--- config.mk ---
export PLATFORM = sky130hd
export DESIGN_NAME = ptc_timer
export DESIGN_NICKNAME = d
export VERILOG_FILES = /design/src/ptc_pkg.sv /design/src/ptc_timer.sv
export VERILOG_INCLUDE_DIRS = /design/src
export SDC_FILE = /design/constraint.sdc
export NUM_CORES = 1
export LEC_CHECK = 0
export BUFFER_PORTS_ARGS = -buffer_cell sky130_fd_sc_hd__clkbuf_2
export CAP_MARGIN = 0
export CORE_MARGIN = 1
export CORE_UTILIZATION = 64
export CTS_CLUSTER_DIAMETER = 150
export DETAILED_ROUTE_END_ITERATION = 12
export PLACE_DENSITY_LB_ADDON = 0.08
export SYNTH_ARGS = -nofsm -noshare
export SYNTH_HDL_FRONTEND = slang
export SYNTH_SLANG_ARGS = --single-unit
export TNS_END_PERCENT = 100
--- constraint.sdc ---
create_clock -name CORE_CLK -period 5.4 [get_ports CORE_CLK]
set_clock_uncertainty 0.2 [all_clocks]
set_input_delay 1.08 -clock CORE_CLK [delete_from_list [all_inputs] [get_ports CORE_CLK]]
set_output_delay 1.08 -clock CORE_CLK [all_outputs]
set_load 0.05 [all_outputs]
--- src/ptc_map.svh ---
// Register offsets, field positions and reset values of the timer block
`ifndef PTC_MAP_SVH
`define PTC_MAP_SVH

// Register offsets (3-bit address)
`define PTC_OFS_PRESC_LOW 3'h0
`define PTC_OFS_PRESC_HIGH 3'h1
`define PTC_OFS_CONTROL 3'h2
`define PTC_OFS_IRQ_SELECT 3'h3
`define PTC_OFS_COUNTER 3'h4
`define PTC_OFS_CAPTURE 3'h5
`define PTC_OFS_RELOAD_VALUE 3'h6
`define PTC_OFS_STATUS 3'h7

// Control register field positions
`define PTC_CTL_CLEAR_BIT 0
`define PTC_CTL_RUN_BIT 1
`define PTC_CTL_SRC_BIT 2
`define PTC_CTL_GATE_MODE_BIT 3
`define PTC_CTL_CLK_SEL_BIT 4
`define PTC_CTL_WAVE_BIT 5
`define PTC_CTL_INVERT_BIT 6

// Interrupt and reload select field positions
`define PTC_IRQ_SRC_BIT 0
`define PTC_IRQ_FALL_BIT 1
`define PTC_IRQ_RISE_BIT 2
`define PTC_IRQ_RELOAD_BIT 3
`define PTC_IRQ_FZ_SEL_BIT 4
`define PTC_IRQ_ENABLE_BIT 5

// Status register field positions
`define PTC_STS_RUNNING_BIT 0
`define PTC_STS_WAVE_BIT 1
`define PTC_STS_ARMED_BIT 2

// Reset values
`define PTC_RST_PRESC 16'h0000
`define PTC_RST_PRESC_BYTE 8'h00
`define PTC_RST_CONTROL 8'h00
`define PTC_RST_IRQ_SELECT 8'h00
`define PTC_RST_COUNTER 8'h00
`define PTC_RST_RELOAD 8'h00

`endif

--- src/ptc_pkg.sv ---
// Types shared by the prescaled timer block
package ptc_pkg;

  // Register bus request from software
  typedef struct packed {
    logic [2:0] addr;
    logic [7:0] wdata;
    logic wr;
    logic rd;
  } ptc_bus_req_t;

  // External control pins, already in pin order
  typedef struct packed {
    logic count_clock;
    logic run;
    logic clear;
  } ptc_pins_t;

  // Edge-mode gate sequence
  typedef enum logic [1:0] {
    PTC_GATE_ARMED = 2'b00,
    PTC_GATE_COUNT = 2'b01,
    PTC_GATE_HELD = 2'b10
  } ptc_gate_state_t;

endpackage : ptc_pkg

--- src/ptc_timer.sv ---
// Prescaled 8-bit timer with configuration registers and interrupt select
//
// Summary of operation
// Software enables or disables the counter interrupt.
// Four interrupt modes: stop, rising, falling, both output edges.
// Source bit 0 picks counter stop; 1 picks periodic output edges.
// Fall enable bit 1 interrupts on each falling output edge.
// Rise enable bit 2 interrupts on rising edges; both bits both.
// A counter interrupt also raises the wake request.
// Prescaler start value is built from low and high byte registers.
// Control bit 0 drives internal clear, bit 1 internal run.
// Control source select picks internal bits or external pins.
// Gate mode select: 0 edge mode, 1 level mode.
// Count clock select: 0 core clock, 1 external count clock.
// Output frequency is count rate over prescaler times counter.
// Wave select 1 gives square wave, 0 one prescaler-period pulse.
// Invert bit 6 inverts the periodic output.
// Reload bit 3 picks register value (1) or inference output (0).
// Inference select bit 4 picks inference output 0 or 1.
// Level mode counts while gate high, captures count when low.
// Edge mode: after clear, first rising gate edge starts, next rising edge stops.
// Counter increments on each prescaler tick.
// Clear from pin, reset or internal bit zeroes the counter.
// On terminal count prescaler and counter reload, output advances.
`timescale 1ns/10ps
`include "ptc_map.svh"

module ptc_timer
(
  // Clock and reset
  input wire logic CORE_CLK,
  input wire logic ARST_N,
  // Register bus
  input wire ptc_pkg::ptc_bus_req_t BUS_REQ,
  output logic [7:0] BUS_RDATA,
  // External pins, asynchronous to the core clock
  input wire ptc_pkg::ptc_pins_t EXT_PINS,
  // Inference core outputs
  input wire logic [7:0] INFERENCE_OUT0,
  input wire logic [7:0] INFERENCE_OUT1,
  // Timer outputs
  output logic PERIODIC_OUTPUT,
  output logic COUNTER_IRQ,
  output logic WAKE_REQUEST
);
  import ptc_pkg::*;

  ////////////////////////////////////////////////////////////////////////////
  // Declarations
  logic [7:0] prescaler_low_byte;
  logic [7:0] prescaler_high_byte;
  logic [7:0] timer_control;
  logic [7:0] irq_select;
  logic [7:0] reload_value;
  logic [7:0] counter;
  logic [7:0] capture;
  logic [15:0] presc_cnt;
  logic [2:0] pin_meta;
  logic [2:0] pin_sync;
  logic clk_prev;
  logic run_prev;
  logic running;
  logic next_running;
  ptc_gate_state_t gate_state;
  ptc_gate_state_t next_gate_state;
  logic pulse_flag;
  logic out_prev;
  logic [15:0] presc_start;
  logic [7:0] count_start;
  logic [7:0] half_point;
  logic clear_sig;
  logic run_sig;
  logic count_en;
  logic count_step;
  logic prescaler_tick;
  logic terminal;
  logic stop_evt;
  logic raw_wave;
  logic out_rise;
  logic out_fall;
  logic next_irq;
  logic wr_counter;

  // Rising edge of a sampled level
  function automatic logic ptc_rise(input logic cur, input logic prev);
    ptc_rise = cur & ~prev;
  endfunction : ptc_rise

  // Register write decode
  function automatic logic ptc_wr_hit(input ptc_bus_req_t req,
                                      input logic [2:0] ofs);
    ptc_wr_hit = req.wr && (req.addr == ofs);
  endfunction : ptc_wr_hit

  ////////////////////////////////////////////////////////////////////////////
  // Pin synchronisers; first stage feeds only the second
  always_ff @(posedge CORE_CLK or negedge ARST_N)
  begin
    if (!ARST_N)
    begin
      pin_meta <= 3'h0;
      pin_sync <= 3'h0;
    end
    else
    begin
      pin_meta <= EXT_PINS;
      pin_sync <= pin_meta;
    end
  end

  // Edge history of synchronised clock and gate
  always_ff @(posedge CORE_CLK or negedge ARST_N)
  begin
    if (!ARST_N)
    begin
      clk_prev <= 1'b0;
      run_prev <= 1'b0;
    end
    else
    begin
      clk_prev <= pin_sync[2];
      run_prev <= run_sig;
    end
  end

  ////////////////////////////////////////////////////////////////////////////
  // Configuration registers
  always_ff @(posedge CORE_CLK or negedge ARST_N)
  begin
    if (!ARST_N)
    begin
      prescaler_low_byte <= `PTC_RST_PRESC_BYTE;
      prescaler_high_byte <= `PTC_RST_PRESC_BYTE;
      timer_control <= `PTC_RST_CONTROL;
      irq_select <= `PTC_RST_IRQ_SELECT;
      reload_value <= `PTC_RST_RELOAD;
    end
    else
    begin
      if (ptc_wr_hit(BUS_REQ, `PTC_OFS_PRESC_LOW))
        prescaler_low_byte <= BUS_REQ.wdata;
      if (ptc_wr_hit(BUS_REQ, `PTC_OFS_PRESC_HIGH))
        prescaler_high_byte <= BUS_REQ.wdata;
      if (ptc_wr_hit(BUS_REQ, `PTC_OFS_CONTROL))
        timer_control <= {1'b0, BUS_REQ.wdata[6:0]};
      if (ptc_wr_hit(BUS_REQ, `PTC_OFS_IRQ_SELECT))
        irq_select <= {2'b00, BUS_REQ.wdata[5:0]};
      if (ptc_wr_hit(BUS_REQ, `PTC_OFS_RELOAD_VALUE))
        reload_value <= BUS_REQ.wdata;
    end
  end

  // Read port, data valid only in the cycle after the strobe
  always_ff @(posedge CORE_CLK or negedge ARST_N)
  begin
    if (!ARST_N)
      BUS_RDATA <= 8'h00;
    else if (BUS_REQ.rd)
    begin
      case (BUS_REQ.addr)
        `PTC_OFS_PRESC_LOW: BUS_RDATA <= prescaler_low_byte;
        `PTC_OFS_PRESC_HIGH: BUS_RDATA <= prescaler_high_byte;
        `PTC_OFS_CONTROL: BUS_RDATA <= timer_control;
        `PTC_OFS_IRQ_SELECT: BUS_RDATA <= irq_select;
        `PTC_OFS_COUNTER: BUS_RDATA <= counter;
        `PTC_OFS_CAPTURE: BUS_RDATA <= capture;
        `PTC_OFS_RELOAD_VALUE: BUS_RDATA <= reload_value;
        `PTC_OFS_STATUS: BUS_RDATA <= {5'h00,
          gate_state == PTC_GATE_ARMED, PERIODIC_OUTPUT, running};
        default: BUS_RDATA <= 8'h00;
      endcase
    end
    else
      BUS_RDATA <= 8'h00;
  end

  ////////////////////////////////////////////////////////////////////////////
  // Source selection for start values, clear, run and count clock
  always_comb
  begin
    presc_start = {prescaler_high_byte, prescaler_low_byte};
    if (irq_select[`PTC_IRQ_RELOAD_BIT])
      count_start = reload_value;
    else if (irq_select[`PTC_IRQ_FZ_SEL_BIT])
      count_start = INFERENCE_OUT1;
    else
      count_start = INFERENCE_OUT0;
    // A start of zero means a full 256-tick cycle
    half_point = (count_start == 8'h00) ? 8'h80 : {1'b0, count_start[7:1]};
    if (timer_control[`PTC_CTL_SRC_BIT])
    begin
      clear_sig = pin_sync[0];
      run_sig = pin_sync[1];
    end
    else
    begin
      clear_sig = timer_control[`PTC_CTL_CLEAR_BIT];
      run_sig = timer_control[`PTC_CTL_RUN_BIT];
    end
    // External clock counts on its synchronised rising edge only
    count_en = timer_control[`PTC_CTL_CLK_SEL_BIT] ?
               ptc_rise(pin_sync[2], clk_prev) : 1'b1;
    wr_counter = ptc_wr_hit(BUS_REQ, `PTC_OFS_COUNTER);
  end

  ////////////////////////////////////////////////////////////////////////////
  // Run gate: level follows the gate, edge mode walks a sequence
  always_comb
  begin
    next_gate_state = gate_state;
    if (clear_sig)
      next_gate_state = PTC_GATE_ARMED;
    else if (ptc_rise(run_sig, run_prev))
    begin
      case (gate_state)
        PTC_GATE_ARMED: next_gate_state = PTC_GATE_COUNT;
        PTC_GATE_COUNT: next_gate_state = PTC_GATE_HELD;
        PTC_GATE_HELD: next_gate_state = PTC_GATE_HELD;
        default: next_gate_state = PTC_GATE_ARMED;
      endcase
    end
    if (timer_control[`PTC_CTL_GATE_MODE_BIT])
      next_running = run_sig;
    else
      next_running = (next_gate_state == PTC_GATE_COUNT);
    stop_evt = running && !next_running;
    // No step in the stopping cycle, so capture sees the final count
    count_step = running && next_running && count_en;
    prescaler_tick = count_step && (presc_cnt == 16'h0001);
    terminal = prescaler_tick && ((counter + 8'h01) == count_start);
  end

  // Gate state and run flag
  always_ff @(posedge CORE_CLK or negedge ARST_N)
  begin
    if (!ARST_N)
    begin
      gate_state <= PTC_GATE_ARMED;
      running <= 1'b0;
    end
    else
    begin
      gate_state <= next_gate_state;
      running <= next_running;
    end
  end

  // Count captured when counting stops
  always_ff @(posedge CORE_CLK or negedge ARST_N)
  begin
    if (!ARST_N)
      capture <= 8'h00;
    else if (stop_evt)
      capture <= counter;
  end

  ////////////////////////////////////////////////////////////////////////////
  // Prescaler down counter; a start of zero divides by 65536
  always_ff @(posedge CORE_CLK or negedge ARST_N)
  begin
    if (!ARST_N)
      presc_cnt <= `PTC_RST_PRESC;
    else if (clear_sig)
      presc_cnt <= presc_start;
    else if (prescaler_tick)
      presc_cnt <= presc_start;
    else if (count_step)
      presc_cnt <= presc_cnt - 16'h0001;
  end

  // Main counter; clear beats a software write
  always_ff @(posedge CORE_CLK or negedge ARST_N)
  begin
    if (!ARST_N)
      counter <= `PTC_RST_COUNTER;
    else if (clear_sig)
      counter <= 8'h00;
    else if (wr_counter)
      counter <= BUS_REQ.wdata;
    else if (terminal)
      counter <= 8'h00;
    else if (prescaler_tick)
      counter <= counter + 8'h01;
  end

  ////////////////////////////////////////////////////////////////////////////
  // Output waveform
  // Pulse lasts from terminal count to the next prescaler tick
  always_ff @(posedge CORE_CLK or negedge ARST_N)
  begin
    if (!ARST_N)
      pulse_flag <= 1'b0;
    else if (clear_sig)
      pulse_flag <= 1'b0;
    else if (prescaler_tick)
      pulse_flag <= terminal;
  end

  // Square wave is high for the upper half of each count cycle
  assign raw_wave = timer_control[`PTC_CTL_WAVE_BIT] ?
                    (counter >= half_point) : pulse_flag;

  // Registered output with polarity
  always_ff @(posedge CORE_CLK or negedge ARST_N)
  begin
    if (!ARST_N)
    begin
      PERIODIC_OUTPUT <= 1'b0;
      out_prev <= 1'b0;
    end
    else
    begin
      PERIODIC_OUTPUT <= raw_wave ^ timer_control[`PTC_CTL_INVERT_BIT];
      out_prev <= PERIODIC_OUTPUT;
    end
  end

  ////////////////////////////////////////////////////////////////////////////
  // Interrupt mode selection
  always_comb
  begin
    out_rise = ptc_rise(PERIODIC_OUTPUT, out_prev);
    out_fall = ptc_rise(out_prev, PERIODIC_OUTPUT);
    if (irq_select[`PTC_IRQ_SRC_BIT])
      next_irq = (out_rise && irq_select[`PTC_IRQ_RISE_BIT]) ||
                 (out_fall && irq_select[`PTC_IRQ_FALL_BIT]);
    else
      next_irq = stop_evt;
    next_irq = next_irq && irq_select[`PTC_IRQ_ENABLE_BIT];
  end

  // One-cycle interrupt pulse, mirrored onto the wake request
  always_ff @(posedge CORE_CLK or negedge ARST_N)
  begin
    if (!ARST_N)
    begin
      COUNTER_IRQ <= 1'b0;
      WAKE_REQUEST <= 1'b0;
    end
    else
    begin
      COUNTER_IRQ <= next_irq;
      WAKE_REQUEST <= next_irq;
    end
  end
endmodule : ptc_timer

==> results of run 1 <==
## registers in the layout, indices dropped and copies added, names as in the netlist, 7 cells and up
| name | cells |
|---|---|
| presc_cnt | 16 |
| BUS_RDATA | 8 |
| capture | 8 |
| counter | 8 |
| prescaler_high_byte | 8 |
| prescaler_low_byte | 8 |
| reload_value | 8 |
| timer_control | 7 |
## final timing paths
path                                   start              end  slack, ns  cells past startpoint
max                        INFERENCE_OUT1[4]  PERIODIC_OUTPUT       2.35                      9
min                              pin_meta[0]      pin_sync[0]       0.15                      0
max reg2reg                 timer_control[2]    presc_cnt[13]       2.41                      5
min reg2reg                      pin_meta[0]      pin_sync[0]       0.15                      0
max in group asynchronous             ARST_N    presc_cnt[10]       3.47                      2
min in group asynchronous             ARST_N    irq_select[3]       0.44                      1
## power by group
part	switching [mW]	internal [mW]
logic	0.450	0.322
registers	0.178	0.862
clock network	0.225	0.252
## metrics by stage
step | power [mW] | setup WS, ns | hold slack [ns]
finish | 2.288 | 2.352 | 0.1524
global route | 2.438 | 2.035 | 0.1591
CTS | 2.287 | 2.379 | 0.1556
detailed placement | 1.809 | 2.012 | 0.1364
global placement | 1.777 | 2.051 | 0.1337
floorplan | 1.613 | 2.250 | 0.1312
## cell type report
cell class,instances,share of cell area (%)
Tap cell,102,2.319
Clock buffer,13,3.069
Multi-Input combinational cell,363,46.72
Clock inverter,3,0.7956
Timing Repair Buffer,45,4.183
Inverter,16,1.091
Sequential cell,92,41.83
## cell families after synthesis
family / count (synthesis) / share of synthesized area (%)
XOR/XNOR: 15 / 2.586
multiplexers: 72 / 15.96
adder cells (fa/ha/maj): 12 / 2.956
buffers and inverters: 42 / 4.138
AND/OR/NAND/NOR: 126 / 12.81
flip-flops: 92 / 45.32
AO/OA/AOI/OAI: 138 / 16.23
## layout by cell type, fill, tap and decap left out, types with 4 or more instances in the layout
cell       n
o22ai_1    4
o21ai_0   27
or3_1      6
nand4_1    4
dfrtp_1   92
ha_1      12
inv_1     16
o21ai_1   29
xor2_1     5
clkbuf_8  12
clkbuf_2  43
nor3_1    12
nand2b_1   4
mux2_2    47
a22oi_1    6
o211a_1    6
mux2i_1   20
a21oi_1   42
nand3_1    8
nand2_1   23
nor2_1    43
xnor2_1   10
nor4_1     4
## metal layers
metal / track usage [%] / up-vias
met2: 48.17 / 140
met5: 0 / -
li1: - / 1863
met1: 44.73 / 1925
met3: 7.119 / 17
met4: 10.19 / 0
==> results by group, run 1 <==
Logic synthesis
  – Mean Syn Cell Area: 10.22 um^2
  – Post-Synthesis Cell Area: 0.005080 mm^2
  – Commonest cells in the synthesized netlist: dfrtp_1, mux2_2, a21oi_1, nor2_1, o21ai_1
  – Post-synthesis register bit count: 92
  – Ys Warns: 0
  – Number of synthesized flops with an enable pin: 0
  – Post-Syn Nets: 543
  – Synth top area share: 45.32%
  – Mapped Cells: 497
  – Post-synthesis cell type with the largest combined area: dfrtp_1
  – Distinct cells, synth: 59
  – Sequential area share after synthesis: 45.32%
  – Most frequent cell after synthesis: dfrtp_1
  – Synth top area cells: dfrtp_1, mux2_2, a21oi_1
  – Post-synth ARST share: 100.0%
  – Post-synth top flop: dfrtp_1

Drt
  – Initial drt markers: 412
  – Antenna Nets Post-Route: 0
  – Metal2 WL: 5528 um
  – Routed met1 length: 5511 um
  – Post-route DRC: 0
  – DR WL met3: 757 um
  – Wire per inst: 18.99 um
  – Drt first pass iters: 5
  – Vias per cell: 6.222
  – Vias: 3945
  – WL final: 12040 um
  – Highest routed layer: met4

Timing
  – Slew @ Worst Pin: 1.281 ns
  – Max-Slew Margin vs Limit: 14.57%
  – Min cycle time layout: 3.048 ns
  – Crit share post-route: 56.45%
  – Setup violations, final: 0
  – Top achievable clock speed: 0.3281 GHz
  – Setup TNS: 0 ns
  – RSZ-0062 raised after global routing: no
  – Slew Limit Fails: 0
  – Final hold violations: 0

Clock tree
  – CTS Buffer Depth: 2
  – Clock Sink Count: 92
  – Total CTS buffers: 9
  – CTS tree: built
  – Reg clk slew, reported paths: 0.08 ns
  – Cts hold-fix bufs: 0
  – H-tree depth: 3
  – Post_cts resized: 0
  – Post-CTS setup buffer count: 0
  – Clock Root Buffer: clkbuf_8
  – Clock insertion delay at the later pin of the skew report: 0.36 ns

Layout
  – Post-Route Utilization: 71.60%
  – Final net count: 573
  – Final Instance Area: 0.005504 mm^2
  – Multi-input logic area: 0.002571 mm^2
  – N_diodes: 0
  – Layout cells sized above 1: 22.56%
  – Area grow syn2layout: 8.350%
  – Finished Layout Cells: 634
  – FF/Latch Area: 0.002302 mm^2
  – Fillers: 576

GRT
  – Vias in the first global route: 3804
  – Pin count of the biggest net entering global routing: 61
  – First-pass GRT wire length: 19660 um
  – Initial antenna violation count: 0
  – Tot GR Track Use: 31.45%
  – GRT overflow: 0

Die
  – CORE AREA: 0.007687 mm^2
  – Num rows: 32
  – Die W: 91.09 um
  – Starting Density: 66.08%
  – I/O pin cnt: 45
  – Die height: 91.09 um
  – Die area: 0.008297 mm^2

Placement
  – PortBufs: 44
  – Area after DPL: 0.005291 mm^2
  – Routability cong.: 0.8452
  – Cells after DPL: 618
  – Dpl hpwl: 8783 um

Critical path
  – Crit path DAT: 3.13 ns
  – CP Buf/Inv Count: 1
  – Crit path required time: 5.48 ns
  – Crit-path slowest cell: or4_1
  – Top Family by Delay on Critical Path: simple AND/OR/NAND/NOR gates
  – Crit path largest cell delay: 0.54 ns
  – Endpoint class of the critical path: register
  – Worst-path maximum fanout: 3
  – Crit path cell chain: clkbuf_2 -> mux2_1 -> mux2i_1 -> nand4_1 -> or4_1 -> ha_1 -> o21ai_0 -> a31oi_1 -> xor2_1
  – Worst Setup Start Kind: input pin
  – Critical path class: in -> reg

Flow run
  – Max Cap Violations: 0

Power and ir drop
  – Cell leakage power: 2.433 nW
  – PD cells: 415.8 mW/mm^2
  – Maximum vdd drop: 0.2662 mV

Status
  – Outcome: finished clean

Worst hold path
  – Hold WC Path Type: reg -> reg
No activity file was read; power rests on OpenSTA's default activity.
==> inputs of run 2 (changes only) <==
--- a/config.mk
+++ b/config.mk
@@ -6,10 +6,11 @@
 export SDC_FILE = /design/constraint.sdc
 export NUM_CORES = 1
 export LEC_CHECK = 0
+export ABC_AREA = 1
 export BUFFER_PORTS_ARGS = -buffer_cell sky130_fd_sc_hd__clkbuf_2
 export CAP_MARGIN = 0
 export CORE_MARGIN = 1
-export CORE_UTILIZATION = 64
+export CORE_UTILIZATION = 60
 export CTS_CLUSTER_DIAMETER = 150
 export DETAILED_ROUTE_END_ITERATION = 12
 export PLACE_DENSITY_LB_ADDON = 0.08
==> constraint.sdc (replaced) <==
create_clock -name CORE_CLK -period 3 [get_ports CORE_CLK]
set_clock_uncertainty 0.2 [all_clocks]
set_input_delay 0.6 -clock CORE_CLK [delete_from_list [all_inputs] [get_ports CORE_CLK]]
set_output_delay 0.6 -clock CORE_CLK [all_outputs]
set_load 0.05 [all_outputs]
==> results by group, run 2 <==
Power and ir drop
  – Psw: 1.630 mW
  – Combinational Power Share: 36.0%
  – Switching Share: 39.98%
  – PD cells: 694.9 mW/mm^2
  – Maximum vdd drop: 0.2658 mV
  – Clk pwr share: 21.5%
  – Power Internal: 2.446 mW
  – Reg power frac: 42.5%
  – Power Total: 4.076 mW
  – Cell leakage power: 3.111 nW

Die
  – I/O pin cnt: 45
  – CORE AREA: 0.008678 mm^2
  – Die W: 96.28 um
  – Die area: 0.009269 mm^2
  – Num rows: 34
  – Die height: 96.28 um
  – Starting Density: 61.45%

Logic synthesis
  – Distinct cells, synth: 48
  – Synth top area share: 43.17%
  – Post-Synthesis Cell Area: 0.005333 mm^2
  – Post-Syn Nets: 739
  – Commonest cells in the synthesized netlist: nand2_1, dfrtp_1, inv_1, nand3_1, o21ai_0
  – Post-synthesis register bit count: 92
  – Ys Warns: 0
  – Mapped Cells: 693
  – Post-synthesis cell type with the largest combined area: dfrtp_1
  – Sequential area share after synthesis: 43.17%
  – Number of synthesized flops with an enable pin: 0
  – Most frequent cell after synthesis: nand2_1
  – Mean Syn Cell Area: 7.695 um^2
  – Post-synth ARST share: 100.0%
  – Post-synth top flop: dfrtp_1
  – Synth top area cells: dfrtp_1, nand2_1, inv_1

Flow run
  – Max Cap Violations: 0

Clock tree
  – Cts hold-fix bufs: 0
  – Reg clk slew, reported paths: 0.09 ns
  – CTS tree: built
  – Clock Sink Count: 92
  – Clock insertion delay at the later pin of the skew report: 0.37 ns
  – H-tree depth: 3
  – CTS Buffer Depth: 2
  – Total CTS buffers: 9
  – Clock Root Buffer: clkbuf_8

Layout
  – Fillers: 754
  – Final net count: 787
  – Most frequent cells in the layout: nand2_1, dfrtp_1, inv_1
  – FF/Latch Area: 0.002305 mm^2
  – N_diodes: 0
  – Multi-input logic area: 0.002552 mm^2
  – Area grow syn2layout: 9.995%
  – Number of flip-flops under the largest register name: 16
  – Layout cells sized above 1: 15.15%
  – Most flops, register: presc_cnt
  – Commonest non-fill, non-tap cell in the layout: nand2_1
  – Final Instance Area: 0.005866 mm^2
  – Post-Route Utilization: 67.59%

Critical path
  – Worst Setup Start Kind: register
  – Endpoint class of the critical path: register
  – Worst-path maximum fanout: 8
  – Crit path required time: 3.09 ns
  – Crit path DAT: 2.88 ns
  – Critical path class: reg -> reg

Placement
  – Area after DPL: 0.005598 mm^2
  – Routability cong.: 0.9780
  – PortBufs: 44
  – Post-placement setup slack: 0.1091 ns
  – Dpl hpwl: 10560 um

GRT
  – Vias in the first global route: 4473
  – Initial antenna violation count: 0
  – Pin count of the biggest net entering global routing: 59
  – Tot GR Track Use: 32.59%
  – First-pass GRT wire length: 22110 um
  – GRT overflow: 0

Drt
  – Vias: 4880
  – Post-route DRC: 0
  – Antenna Nets Post-Route: 0
  – Drt first pass iters: 5
  – Wire per inst: 16.66 um
  – WL final: 14220 um
  – Vias per cell: 5.714
  – Initial drt markers: 369

Timing
  – Top achievable clock speed: 0.3584 GHz
  – Crit share post-route: 93.00%
  – Final worst setup slack: 0.2100 ns
  – Final hold violations: 0
  – Setup violations, final: 0
  – Min cycle time layout: 2.790 ns
  – Hold WS: 0.08268 ns
  – Max-Slew Margin vs Limit: 50.23%
  – Slew Limit Fails: 0
  – Slew @ Worst Pin: 0.7465 ns

Status
  – Outcome: finished clean

Worst hold path
  – Hold WC Path Type: in -> async
## run 2: changes by cell type after synthesis, sizes merged, moves of 7 or more
cell,change
mux2,-46
mux2i,-22
nand3,+52
xor2,+8
nor3,-9
nand2,+228
inv,+75
nor2,-15
a21oi,-29
clkbuf,-7
xnor2,-8
nand3b,+9
## run 2: final timing paths
kind	from	endpoint	slack (ns)	cells after the start
max	irq_select[3]	PERIODIC_OUTPUT	0.21	14
min	ARST_N	pin_sync[0]	0.08	1
max reg2reg	irq_select[3]	PERIODIC_OUTPUT	0.21	14
min reg2reg	pin_meta[2]	pin_sync[2]	0.16	0
max in group asynchronous	ARST_N	prescaler_low_byte[0]	1.88	2
min in group CORE_CLK	EXT_PINS[1]	pin_meta[1]	0.13	1
## run 2: worst max-delay path, stage by stage, from the launching register on
cell and delay, ns:
dfrtp_2 0.44, clkinvlp_4 0.18, or2_2 0.30, nand2_1 0.11
inv_1 0.08, nor4_2 0.28, nand3_1 0.11, ha_1 0.31
nand2_1 0.08, nor2_1 0.12, nand4_1 0.09, o2111ai_1 0.10
nand2_1 0.06, o21ai_0 0.09, xor2_1 0.17
## run 2: cell type report
| cell class | count | share of cell area, % |
|---|---|---|
| multi-input combinational | 491 | 43.52 |
| sequential | 92 | 39.29 |
| inverter | 92 | 6.079 |
| timing repair buffer | 54 | 5.290 |
| clock buffer | 11 | 2.410 |
| tap | 108 | 2.304 |
| clock inverter | 5 | 1.024 |
| timing repair inverter | 1 | 0.08532 |
## run 2: logic make-up (layout without fill, tap and decap cells)
group / count (synthesis) / after routing / share of synthesized area, %
AND/OR/NAND/NOR: 363 / 363 / 30.60
buffers and inverters: 110 / 163 / 9.150
AO/OA/AOI/OAI: 98 / 98 / 11.17
flip-flops: 92 / 92 / 43.17
XOR/XNOR: 15 / 15 / 2.464
adder cells (fa/ha/maj): 12 / 12 / 2.816
multiplexers: 3 / 3 / 0.6335
## run 2: per-layer routing
layer,track usage [%],vias to the layer above,wire length [um]
met5,0,-,0
li1,-,2323,-
met1,41.98,2311,5755
met4,13.43,0,493
met2,54.14,210,6844
met3,5.529,36,1131
## run 2: stage by stage
stage                     instances  TNS (ns)
after floorplan                 693         0
after global placement          831         0
after detailed placement        831         0
after CTS                       847         0
after global routing            854  -0.03181
final                           854         0
## run 2: timing repair
item	4_1_cts	5_1_grt
gates resized for setup	0	6
endpoints found under the hold margin	0	0
buffers inserted	0	6
setup endpoints to repair	0	1
## run 2: power groups by stage
stage	sequential (mW)	combinational, mW	clock, mW
after floorplan	1.72	1.11	0
after global placement	1.73	1.38	0
after detailed placement	1.75	1.43	0
after CTS	1.72	1.44	0.877
after global routing	1.76	1.67	0.946
final	1.73	1.47	0.874
==> inputs of run 3 (changes only) <==
--- a/config.mk
+++ b/config.mk
@@ -14,6 +14,7 @@
 export CTS_CLUSTER_DIAMETER = 150
 export DETAILED_ROUTE_END_ITERATION = 12
 export PLACE_DENSITY_LB_ADDON = 0.08
+export SETUP_SLACK_MARGIN = 0.5
 export SYNTH_ARGS = -nofsm -noshare
 export SYNTH_HDL_FRONTEND = slang
 export SYNTH_SLANG_ARGS = --single-unit
==> results by group, run 3 (synthesis gave the netlist of run 2 again) <==
Status
  – Outcome: finished clean

Placement
  – Area after DPL: 0.005598 mm^2
  – Cells after DPL: 831
  – PortBufs: 44
  – Dpl hpwl: 10560 um
  – Routability cong.: 0.9780
  – Post-placement setup slack: 0.1091 ns

Drt
  – Vias: 4963
  – Wire per inst: 16.75 um
  – Initial drt markers: 444
  – Antenna Nets Post-Route: 0
  – Drt first pass iters: 7
  – Post-route DRC: 0
  – WL final: 14500 um
  – Vias per cell: 5.731

Layout
  – Commonest non-fill, non-tap cell in the layout: nand2_1
  – Layout cells sized above 1: 18.60%
  – Final Instance Area: 0.006071 mm^2
  – N_diodes: 0
  – Most frequent cells in the layout: nand2_1, dfrtp_1, inv_1
  – Most flops, register: presc_cnt
  – Final net count: 799
  – FF/Latch Area: 0.002306 mm^2
  – Number of flip-flops under the largest register name: 16
  – Finished Layout Cells: 866
  – Area grow syn2layout: 13.84%
  – Post-Route Utilization: 69.95%
  – Fillers: 735
  – Multi-input logic area: 0.002660 mm^2

Timing
  – Min cycle time layout: 2.564 ns
  – Hold WS: 0.1022 ns
  – Slew Limit Fails: 0
  – Max-Slew Margin vs Limit: 50.07%
  – Final hold violations: 0
  – Slew @ Worst Pin: 0.7490 ns
  – Crit share post-route: 85.47%
  – Setup violations, final: 0
  – Top achievable clock speed: 0.3900 GHz
  – RSZ-0062 raised after global routing: yes
  – Final worst setup slack: 0.4358 ns
  – Setup TNS: 0 ns

Clock tree
  – CTS tree: built
  – Clock Sink Count: 92
  – Clock Root Buffer: clkbuf_8
  – Reg clk slew, reported paths: 0.09 ns
  – H-tree depth: 3
  – Cts hold-fix bufs: 0
  – Clock insertion delay at the later pin of the skew report: 0.36 ns
  – CTS Buffer Depth: 2
  – Total CTS buffers: 9

Power and ir drop
  – Maximum vdd drop: 0.3047 mV
  – PD cells: 689.5 mW/mm^2
  – Cell leakage power: 3.180 nW
  – Power Total: 4.186 mW

Die
  – I/O pin cnt: 45
  – Die W: 96.28 um
  – CORE AREA: 0.008678 mm^2
  – Num rows: 34
  – Starting Density: 61.45%
  – Die height: 96.28 um
  – Die area: 0.009269 mm^2

Critical path
  – Endpoint class of the critical path: register
  – R2R depth: 14
  – Top Family by Delay on Critical Path: simple AND/OR/NAND/NOR gates
  – Worst Setup Start Kind: register
  – Reg-to-Reg Start: irq_select[3]
  – Crit-path slowest cell: dfrtp_2
  – Crit path largest cell delay: 0.44 ns
  – CP Buf/Inv Count: 2
  – Reg-to-reg setup timing slack: 0.44 ns
  – R2r endpoint: PERIODIC_OUTPUT
  – Most used cell, CP: nand2_4
  – Crit path cell chain: clkinvlp_4 -> or2_4 -> nand2_4 -> inv_2 -> nor4_4 -> nand3_2 -> ha_4 -> nand2_4 -> nor2_4 -> nand4_1 -> o2111ai_1 -> nand2_1 -> o21ai_2 -> xor2_1
  – Crit path launch: irq_select[3]
  – End of the critical path: PERIODIC_OUTPUT
  – Crit path required time: 3.08 ns
  – Critical path class: reg -> reg
  – Stages on worst setup path: 14
  – Crit path DAT: 2.64 ns
  – Worst-path maximum fanout: 5

Worst hold path
  – Hold WC Path Type: in -> async

GRT
  – Tot GR Track Use: 33.08%
  – Pin count of the biggest net entering global routing: 59
  – First-pass GRT wire length: 22470 um
  – Initial antenna violation count: 0
  – Vias in the first global route: 4564
  – GRT overflow: 0

Flow run
  – Max Cap Violations: 0
run 3: changes by cell type in the layout (fill, tap and decap cells not counted), moves of 3 or more:
cell     previous run  this run
nand3_2             5         8
nand2_2            14        17
nand2_1           234       229
buf_4              10        19
nand3_1            55        52
nand2_4             3         6
run 3: worst reg2reg max path: cells and delay by family, from the launching register on:
family / cells / cell delay (ns)
AO/OA/AOI/OAI: 2 / 0.16
adder cells (fa/ha/maj): 1 / 0.31
buffers and inverters: 2 / 0.21
flip-flops: 1 / 0.44
XOR/XNOR: 1 / 0.15
AND/OR/NAND/NOR: 8 / 1.03
run 3: how the worst min path moves through the flow:
stage | end | slack, ns | cells after the start
5_1_grt | pin_meta[2] | 0.12 | 1
3_5_place_dp | pin_sync[2] | 0.14 | 0
2_1_floorplan | BUS_RDATA[0] | 0.10 | 0
4_1_cts | pin_sync[0] | 0.12 | 1
3_3_place_gp | pin_sync[0] | 0.13 | 0
6_report | pin_sync[0] | 0.10 | 1
run 3: repair_timing:
| item | 4_1_cts | 5_1_grt |
|---|---|---|
| setup buffers | 9 | 8 |
| endpoints found under the hold margin | 0 | 0 |
| setup endpoints to repair | 1 | 25 |
| cloned | 1 | 1 |
| gates resized for setup | 17 | 20 |
| pin swaps | 11 | 9 |
run 3: report_power, final:
part	internal [mW]	total, mW	switching [mW]
combinational	0.608	1.59	0.985
clock	0.412	0.860	0.448
sequential	1.50	1.73	0.236
total	2.52	4.19	1.67
run 3: layout make-up:
class / instances / share of cell area, %
Multi-Input combinational cell: 492 / 43.82
Inverter: 92 / 5.936
Tap cell: 108 / 2.226
Sequential cell: 92 / 37.98
Clock inverter: 5 / 0.9893
Timing Repair inverter: 1 / 0.1237
Clock buffer: 11 / 2.329
Timing Repair Buffer: 65 / 6.595
run 3: layer usage:
layer	track usage [%]	share of wire, %
met1	42.38	39
met2	55.02	49
met3	5.529	8.2
met4	14.18	3.7
met5	0	0
